==> src/core/spm_pkg.sv <==
// shared pin function select: constants, pin positions and carrier types
// assumes one 50 MHz clock; the link clocks are plain sampled inputs
package spm_pkg;

	localparam int SPM_CLK_KHZ = 50000;
	localparam int SPM_GRP_W = 8;
	localparam int SPM_LINE_W = 5;

	// reset values of the two function select bits
	localparam logic SPM_LB_SEL_RST = 1'h0;
	localparam logic SPM_SC_SEL_RST = 1'h0;

	// positions in the local-bus dma pin group (port bits 0..7)
	localparam int SPM_LB_REQ_TX_A = 7;
	localparam int SPM_LB_REQ_RX_A = 6;
	localparam int SPM_LB_REQ_TX_B = 5;
	localparam int SPM_LB_REQ_RX_B = 4;
	localparam int SPM_LB_ACK_TX_A = 3;
	localparam int SPM_LB_ACK_TX_B = 2;
	localparam int SPM_LB_ACK_RX_A = 1;
	localparam int SPM_LB_ACK_RX_B = 0;

	// positions in the serial control pin group (port bits 8..15, index from 8)
	localparam int SPM_SC_SHIFT_CLK = 7;
	localparam int SPM_SC_OUT_MASTER = 6;
	localparam int SPM_SC_IN_MASTER = 5;
	localparam int SPM_SC_RESERVED = 4;
	localparam int SPM_SC_CS0 = 3;

	// positions in the line input group
	localparam int SPM_LN_RX_CLK = 0;
	localparam int SPM_LN_RX_MARK = 1;
	localparam int SPM_LN_RX_DATA = 2;
	localparam int SPM_LN_TX_CLK = 3;
	localparam int SPM_LN_TX_MARK = 4;

	localparam logic [7:0] SPM_GRP_RST = 8'h00;

	typedef enum logic [2:0] {
		SPM_RATE_1544 = 3'b000,
		SPM_RATE_1536 = 3'b001,
		SPM_RATE_2048 = 3'b010,
		SPM_RATE_4096 = 3'b011,
		SPM_RATE_3088 = 3'b100,
		SPM_RATE_6176 = 3'b101,
		SPM_RATE_8192 = 3'b110,
		SPM_RATE_BAD = 3'b111
	} spm_rate_t;

	typedef struct packed {
		logic tx_a;
		logic rx_a;
		logic tx_b;
		logic rx_b;
	} spm_dma_t;

	typedef struct packed {
		logic shift_clk;
		logic shift_clk_oe;
		logic serial_out_master;
		logic serial_out_master_oe;
		logic serial_in_master;
		logic serial_in_master_oe;
		logic [3:0] serial_chip_select;
	} spm_sc_out_t;

	typedef struct packed {
		logic shift_clk;
		logic serial_out_master;
		logic serial_in_master;
	} spm_sc_in_t;

	typedef struct packed {
		logic rx_bit;
		logic rx_frame_first;
		logic rx_data;
		logic tx_bit;
		logic tx_frame_last;
	} spm_line_ev_t;

endpackage : spm_pkg

==> src/core/spm_pin_mux.sv <==
// shared pin function select: port bits 0..15 versus dma lines and serial
// control, plus the pcm highway marker, clock and transmit data pin handling
// assumes the select bits and user-side signals come from logic on clk_i
// Function
// - select bit zero after reset: dma pins are bidirectional port bits 0..7
// - select bit one: four dma request inputs and four acknowledge outputs
// - serial pins are port bits 8..15 after reset; select bit switches them
// - serial mode: shift clock, two data lines, chip selects 0..3, reserved pin
// - receive marker flags the first bit of the receive frame
// - transmit marker flags the last bit of the transmit frame
// - transmit data drives during active bits, high impedance otherwise
// - drive flag output shows when transmit data is high impedance
// - receive clock clocks data at one of seven selectable line rates
// - transmit clock uses the same selectable line rates
`timescale 1ns/1ns
`default_nettype none
module spm_pin_mux
	import spm_pkg::*;
(
	// clock and reset
	input wire logic clk_i,
	input wire logic rst_i,
	// function select bits of the global configuration
	input wire logic local_bus_dma_select_i,
	input wire logic serial_control_select_i,
	input wire logic [2:0] line_mode_config_i,
	// general purpose port, user side
	input wire logic [15:0] gpp_out_i,
	input wire logic [15:0] gpp_oe_i,
	output logic [15:0] gpp_in_o,
	// dma, user side
	input wire spm_dma_t dma_ack_i,
	output var spm_dma_t dma_req_o,
	// serial control, user side
	input wire spm_sc_out_t sc_drive_i,
	output var spm_sc_in_t sc_in_o,
	// local-bus dma pins
	input wire logic [7:0] lb_pin_i,
	output logic [7:0] lb_pin_o,
	output logic [7:0] lb_pin_oe_o,
	// serial control pins
	input wire logic [7:0] sc_pin_i,
	output logic [7:0] sc_pin_o,
	output logic [7:0] sc_pin_oe_o,
	// pcm highway pins
	input wire logic line_rx_clock_i,
	input wire logic line_rx_frame_marker_i,
	input wire logic line_rx_data_i,
	input wire logic line_tx_clock_i,
	input wire logic line_tx_frame_marker_i,
	output logic line_tx_data_o,
	output logic line_tx_data_oe_o,
	output logic line_tx_drive_flag_o,
	// pcm highway, core side
	input wire logic tx_bit_i,
	input wire logic tx_bit_active_i,
	output var spm_line_ev_t line_ev_o,
	output logic rate_bad_o
);
	logic [7:0] lb_sync;
	logic [7:0] sc_sync;
	logic [SPM_LINE_W-1:0] ln_sync;
	logic [SPM_LINE_W-1:0] ln_rise;
	logic [SPM_LINE_W-1:0] ln_async;

	logic [15:0] gpp_in_ff;
	spm_dma_t dma_req_ff;
	spm_sc_in_t sc_in_ff;
	logic [7:0] lb_pin_ff;
	logic [7:0] lb_oe_ff;
	logic [7:0] sc_pin_ff;
	logic [7:0] sc_oe_ff;
	logic [7:0] nxt_lb_pin;
	logic [7:0] nxt_lb_oe;
	logic [7:0] nxt_sc_pin;
	logic [7:0] nxt_sc_oe;
	spm_line_ev_t line_ev_ff;
	logic tx_data_ff;
	logic tx_oe_ff;
	logic tx_flag_ff;
	logic rate_bad_ff;
	logic rate_ok;

	// legal line rate codes; shared by both directions
	function automatic logic rate_legal(input logic [2:0] code);
		unique case (code)
			SPM_RATE_1544, SPM_RATE_1536, SPM_RATE_2048, SPM_RATE_4096,
			SPM_RATE_3088, SPM_RATE_6176, SPM_RATE_8192: rate_legal = 1'h1;
			default: rate_legal = 1'h0;
		endcase
	endfunction : rate_legal

	assign ln_async = {line_tx_frame_marker_i, line_tx_clock_i, line_rx_data_i,
		line_rx_frame_marker_i, line_rx_clock_i};

	spm_sync_edge #(.WIDTH(SPM_GRP_W)) u_lb_sync (
		.clk_i(clk_i),
		.rst_i(rst_i),
		.async_i(lb_pin_i),
		.level_o(lb_sync),
		.rise_o()
	);

	spm_sync_edge #(.WIDTH(SPM_GRP_W)) u_sc_sync (
		.clk_i(clk_i),
		.rst_i(rst_i),
		.async_i(sc_pin_i),
		.level_o(sc_sync),
		.rise_o()
	);

	spm_sync_edge #(.WIDTH(SPM_LINE_W)) u_ln_sync (
		.clk_i(clk_i),
		.rst_i(rst_i),
		.async_i(ln_async),
		.level_o(ln_sync),
		.rise_o(ln_rise)
	);

	// local-bus dma group
	always_comb begin
		nxt_lb_pin = gpp_out_i[7:0];
		nxt_lb_oe = gpp_oe_i[7:0];
		if (local_bus_dma_select_i) begin
			nxt_lb_pin = SPM_GRP_RST;
			nxt_lb_oe = SPM_GRP_RST;
			// requests are inputs, acknowledges always driven
			nxt_lb_pin[SPM_LB_ACK_TX_A] = dma_ack_i.tx_a;
			nxt_lb_pin[SPM_LB_ACK_TX_B] = dma_ack_i.tx_b;
			nxt_lb_pin[SPM_LB_ACK_RX_A] = dma_ack_i.rx_a;
			nxt_lb_pin[SPM_LB_ACK_RX_B] = dma_ack_i.rx_b;
			nxt_lb_oe[SPM_LB_ACK_TX_A] = 1'h1;
			nxt_lb_oe[SPM_LB_ACK_TX_B] = 1'h1;
			nxt_lb_oe[SPM_LB_ACK_RX_A] = 1'h1;
			nxt_lb_oe[SPM_LB_ACK_RX_B] = 1'h1;
		end
	end

	// serial control group
	always_comb begin
		nxt_sc_pin = gpp_out_i[15:8];
		nxt_sc_oe = gpp_oe_i[15:8];
		if (serial_control_select_i) begin
			nxt_sc_pin = SPM_GRP_RST;
			nxt_sc_oe = SPM_GRP_RST;
			nxt_sc_pin[SPM_SC_SHIFT_CLK] = sc_drive_i.shift_clk;
			nxt_sc_oe[SPM_SC_SHIFT_CLK] = sc_drive_i.shift_clk_oe;
			nxt_sc_pin[SPM_SC_OUT_MASTER] = sc_drive_i.serial_out_master;
			nxt_sc_oe[SPM_SC_OUT_MASTER] = sc_drive_i.serial_out_master_oe;
			nxt_sc_pin[SPM_SC_IN_MASTER] = sc_drive_i.serial_in_master;
			nxt_sc_oe[SPM_SC_IN_MASTER] = sc_drive_i.serial_in_master_oe;
			// reserved pin stays undriven; chip selects run downward, cs0 at 3, cs3 at 0
			for (int k = 0; k < 4; k++) begin
				nxt_sc_pin[SPM_SC_CS0-k] = sc_drive_i.serial_chip_select[k];
			end
			nxt_sc_oe[SPM_SC_CS0-:4] = 4'hF;
		end
	end

	always_ff @(posedge clk_i or posedge rst_i) begin
		if (rst_i) begin
			lb_pin_ff <= SPM_GRP_RST;
			lb_oe_ff <= SPM_GRP_RST;
			sc_pin_ff <= SPM_GRP_RST;
			sc_oe_ff <= SPM_GRP_RST;
		end else begin
			lb_pin_ff <= nxt_lb_pin;
			lb_oe_ff <= nxt_lb_oe;
			sc_pin_ff <= nxt_sc_pin;
			sc_oe_ff <= nxt_sc_oe;
		end
	end

	// pins are always read back so software sees the wire in either function
	always_ff @(posedge clk_i or posedge rst_i) begin
		if (rst_i) begin
			gpp_in_ff <= 16'h0000;
			dma_req_ff <= '0;
			sc_in_ff <= '0;
		end else begin
			gpp_in_ff <= {sc_sync, lb_sync};
			// requests are level-held by the peripheral until acknowledged
			if (local_bus_dma_select_i) begin
				dma_req_ff.tx_a <= lb_sync[SPM_LB_REQ_TX_A];
				dma_req_ff.rx_a <= lb_sync[SPM_LB_REQ_RX_A];
				dma_req_ff.tx_b <= lb_sync[SPM_LB_REQ_TX_B];
				dma_req_ff.rx_b <= lb_sync[SPM_LB_REQ_RX_B];
			end else begin
				dma_req_ff <= '0;
			end
			if (serial_control_select_i) begin
				sc_in_ff.shift_clk <= sc_sync[SPM_SC_SHIFT_CLK];
				sc_in_ff.serial_out_master <= sc_sync[SPM_SC_OUT_MASTER];
				sc_in_ff.serial_in_master <= sc_sync[SPM_SC_IN_MASTER];
			end else begin
				sc_in_ff <= '0;
			end
		end
	end

	// an unknown rate code stops both directions rather than clock garbage
	assign rate_ok = rate_legal(line_mode_config_i);

	always_ff @(posedge clk_i or posedge rst_i) begin
		if (rst_i) begin
			line_ev_ff <= '0;
			rate_bad_ff <= 1'h0;
		end else begin
			rate_bad_ff <= ~rate_ok;
			line_ev_ff.rx_bit <= rate_ok & ln_rise[SPM_LN_RX_CLK];
			line_ev_ff.rx_frame_first <= rate_ok & ln_rise[SPM_LN_RX_CLK]
				& ln_sync[SPM_LN_RX_MARK];
			line_ev_ff.tx_bit <= rate_ok & ln_rise[SPM_LN_TX_CLK];
			line_ev_ff.tx_frame_last <= rate_ok & ln_rise[SPM_LN_TX_CLK]
				& ln_sync[SPM_LN_TX_MARK];
			if (rate_ok && ln_rise[SPM_LN_RX_CLK]) begin
				line_ev_ff.rx_data <= ln_sync[SPM_LN_RX_DATA];
			end
		end
	end

	// transmit pin changes on a transmit clock edge, or is released at once when the rate code turns illegal
	always_ff @(posedge clk_i or posedge rst_i) begin
		if (rst_i) begin
			tx_data_ff <= 1'h0;
			tx_oe_ff <= 1'h0;
			tx_flag_ff <= 1'h1;
		end else if (rate_ok && ln_rise[SPM_LN_TX_CLK]) begin
			tx_data_ff <= tx_bit_active_i & tx_bit_i;
			tx_oe_ff <= tx_bit_active_i;
			tx_flag_ff <= ~tx_bit_active_i;
		end else if (!rate_ok) begin
			tx_oe_ff <= 1'h0;
			tx_flag_ff <= 1'h1;
		end
	end

	assign gpp_in_o = gpp_in_ff;
	assign dma_req_o = dma_req_ff;
	assign sc_in_o = sc_in_ff;
	assign lb_pin_o = lb_pin_ff;
	assign lb_pin_oe_o = lb_oe_ff;
	assign sc_pin_o = sc_pin_ff;
	assign sc_pin_oe_o = sc_oe_ff;
	assign line_tx_data_o = tx_data_ff;
	assign line_tx_data_oe_o = tx_oe_ff;
	assign line_tx_drive_flag_o = tx_flag_ff;
	assign line_ev_o = line_ev_ff;
	assign rate_bad_o = rate_bad_ff;
endmodule : spm_pin_mux
`default_nettype wire

==> src/core/spm_sync_edge.sv <==
// two-stage synchroniser with rising edge detect for a group of pins
// assumes inputs asynchronous to clk_i; outputs lag the pins by two clocks
`timescale 1ns/1ns
`default_nettype none
module spm_sync_edge #(
	parameter int WIDTH = 8
) (
	// clock and reset
	input wire logic clk_i,
	input wire logic rst_i,
	// pins
	input wire logic [WIDTH-1:0] async_i,
	// synchronised view
	output logic [WIDTH-1:0] level_o,
	output logic [WIDTH-1:0] rise_o
);
	logic [WIDTH-1:0] meta_ff;
	logic [WIDTH-1:0] sync_ff;
	logic [WIDTH-1:0] prev_ff;

	always_ff @(posedge clk_i or posedge rst_i) begin
		if (rst_i) begin
			meta_ff <= '0;
			sync_ff <= '0;
			prev_ff <= '0;
		end else begin
			meta_ff <= async_i;
			sync_ff <= meta_ff;
			prev_ff <= sync_ff;
		end
	end

	assign level_o = sync_ff;
	assign rise_o = sync_ff & ~prev_ff;
endmodule : spm_sync_edge
`default_nettype wire

==> config.mk <==
export PLATFORM = sky130hd
export DESIGN_NAME = spm_pin_mux
export DESIGN_NICKNAME = d
export VERILOG_FILES = /design/src/core/spm_pkg.sv /design/src/core/spm_pin_mux.sv /design/src/core/spm_sync_edge.sv
export SDC_FILE = /design/constraint.sdc
export NUM_CORES = 1
export LEC_CHECK = 0
export ABC_AREA = 1
export BUFFER_PORTS_ARGS = -buffer_cell sky130_fd_sc_hd__buf_2
export CAP_MARGIN = 20
export CORE_MARGIN = 2
export CORE_UTILIZATION = 37
export DETAILED_ROUTE_END_ITERATION = 7
export GPL_TIMING_DRIVEN = 0
export PLACE_DENSITY = 0.68
export SETUP_SLACK_MARGIN = 0.05
export SYNTH_ARGS = -nofsm -noshare
export SYNTH_HDL_FRONTEND = slang
export SYNTH_SLANG_ARGS = --single-unit
==> constraint.sdc <==
create_clock -name clk_i -period 3.8 [get_ports clk_i]
set_input_delay 0 -clock clk_i [delete_from_list [all_inputs] [get_ports clk_i]]
set_output_delay 0 -clock clk_i [all_outputs]
set_load 0.01 [all_outputs]
==> run metrics <==
run status completed; Crit. End Element flip-flop; Sink Count 108; Mean Syn Cell Area 14.2 um^2; postcts setup bufs 0; starting density of the core 37.6%; initial detailed-routing violation count 48; max frequency 610 MHz; Slew Viols, Final 0; Final Skew 13.7 ps; # IOs 140; nets 536; Slew Limit Headroom 61.9%; Final HPWL DP 4.08 mm; die height 97.5 um; remaining global-route overflow 0; peak supply drop 0.174 mV; Tot GR Track Use 15.3%; cell area power density 426 nW/um^2; critical path arrival 1890 ps; WP data required 4050 ps; Area growth syn-to-layout 57.8%; dpl ws 2920 ps; hold depth 3; DR vias/cell 4.11; Avg WL per Cell 12.1 um; top post-synthesis cells by area dfrtp_1 83%, nand2_1 5.9%, inv_1 3.7%; switching share of total power 23.5%; Combinational Power Share 11.4%; vias in the first global route 2500; # setup viols final 0; setup slack after layout 2160 ps; Netlist cell types 16; period utilization 43.2%; total power 2.17 mW; Yosys reg bits 108; total CTS buffers 9; Worst Hold Class primary input to flip-flop; CTS tree done; layout cell share with drive strength beyond 1 35.9%; htree depth 3; Finished Core Util 59.4%; CTS max path bufs 2; Final Hold Violating Endpoints 0; CP Max Fanout 1; Clock Power Share 31.9%; Max-Cap Viols 0; Worst Tran Pin Value 571 ps; LEAKAGE 2.72 nW; post-synthesis sequential area ratio 83.7%; total number of vias 2356; TritonRoute pass-1 iters 4; RSZ-0062 raised after global routing false; first-pass GRT wire length 11.4 mm; Root Buffer clkbuf_8; Reg clk slew, reported paths 100 ps; largest net degree at the start of global routing 64; ANT nets after route 0; Post-Syn Nets 304; die width 97.5 um; worst-skew pair later-pin latency 360 ps; Reg power frac 56.7%; CP Class primary input to flip-flop; P_int 1.66 mW; area share of the largest cell type after synthesis 82.8%; initial antenna violation count 0; Synth Instances 228; YS warnings 0; Yosys top cell by area dfrtp_1; fin crit period 1640 ps; Die Area 9500 um^2; Mapped Area 3230 um^2; # diodes 0; Port Buf Inserts 139; drt total wl 6.92 mm; net switching power 511 uW; Critical Path Source Type primary input; # rows 34; core box area 8590 um^2; DRC Markers 0; routability cong. 0.750; reg2reg path depth 4
[logic make-up after synthesis]
kind of cell / share of synthesized area [%]
DFF: 83.7
and+or+nand+nor: 10.3
buffers and inverters: 5.38
AOI/OAI and AO/OA: 0.619
[worst paths after layout]
kind	slack, ps	from	endpoint
max in group asynchronous	2850	rst_i	line_tx_drive_flag_o$_DFFE_PP1P_
worst max register to register	2900	u_ln_sync.prev_ff[3]$_DFF_PP0_	line_tx_data_o$_DFFE_PP0P_
worst min register to register	360	u_sc_sync.level_o[3]$_DFF_PP0_	gpp_in_o[11]$_DFF_PP0_
worst max-delay path	2160	sc_drive_i[9]	sc_pin_o[7]$_DFF_PP0_
worst min-delay path	20	serial_control_select_i	sc_pin_oe_o[3]$_DFF_PP0_
min in group asynchronous	250	rst_i	gpp_in_o[7]$_DFF_PP0_
[Yosys cell counts]
library cell / count
buf_12: 1
buf_4: 1
nand3_2: 1
or2_1: 4
o21ai_0: 4
clkinv_1: 1
inv_1: 32
or2_2: 4
nand2_1: 51
dfstp_2: 1
dfrtp_1: 107
nand3b_1: 1
nand3_1: 4
buf_6: 2
nor2_2: 1
nor2_1: 13
[cell usage in the layout (no fill, tap or decap)]
cell	instances
or2_2	4
clkinv_1	1
inv_6	4
o21ai_0	4
buf_4	1
clkbuf_1	1
nand3b_1	1
dfrtp_1	107
dfstp_2	1
buf_6	2
buf_12	1
nand2_1	51
clkbuf_8	9
buf_16	1
clkinv_2	1
dlygate4sd3_1	81
or2_1	4
nand3_1	4
nor2_1	13
bufinv_16	1
inv_1	31
nor2_2	1
buf_2	139
nand3_2	1
inv_4	1
[layer usage]
metal	global-route usage (%)	up-vias	wire length [um]
met5	0	-	0
met3	3.96	13	487
met1	16.8	1113	2630
met4	6.84	0	146
li1	-	1126	-
met2	27.6	104	3650
[power by group through the flow]
stage	Sequential, mW	Combinational (mW)	Clock [mW]
2_1_floorplan	1.28	0.0563	0
3_3_place_gp	1.25	0.171	0
3_5_place_dp	1.26	0.179	0
4_1_cts	1.23	0.248	0.719
5_1_grt	1.24	0.274	0.772
6_report	1.23	0.248	0.694
[timing repair]
item,4_1_cts,5_1_grt
hold endpoints to repair,104,0
setup endpoints to repair,0,0
gates resized for setup,0,0
hold buffers,81,0
[sequential cells by signal, indices dropped and copies added, names as in the netlist, 2 cells and up]
name	count
u_lb_sync.meta_ff	8
u_ln_sync.level_o	5
gpp_in_o	16
dma_req_o	4
lb_pin_o	8
line_ev_o	5
lb_pin_oe_o	8
u_ln_sync.meta_ff	5
u_sc_sync.meta_ff	8
sc_in_o	3
u_sc_sync.level_o	8
u_lb_sync.level_o	8
sc_pin_o	8
sc_pin_oe_o	8
u_ln_sync.prev_ff	2
[worst max-delay path, cell delays in order]
cell           delay (ps)
dlygate4sd3_1         540
buf_2                 130
nand2_1                60
dlygate4sd3_1         550
nand2_1                60
dlygate4sd3_1         550
[through the flow]
step	cell area [um^2]	instances	hold slack, ps	TNS (ps)
2_1_floorplan	3230	228	31.4	0
3_5_place_dp	4090	476	109	0
6_report	5100	573	20.3	0
4_1_cts	5100	573	6.73	0
3_3_place_gp	4060	475	109	-11250
5_1_grt	5100	573	25.5	0
[final cells by class]
type | count | area, um^2
Fill cell | 674 | 3490
Sequential cell | 108 | 2700
Clock buffer | 10 | 128
Tap cell | 108 | 135
Clock inverter | 6 | 70.1
Inverter | 33 | 126
Multi-Input combinational cell | 83 | 354
Buffer | 4 | 50.0
Timing Repair Buffer | 221 | 1530
Power figures use the tool's default switching activity.
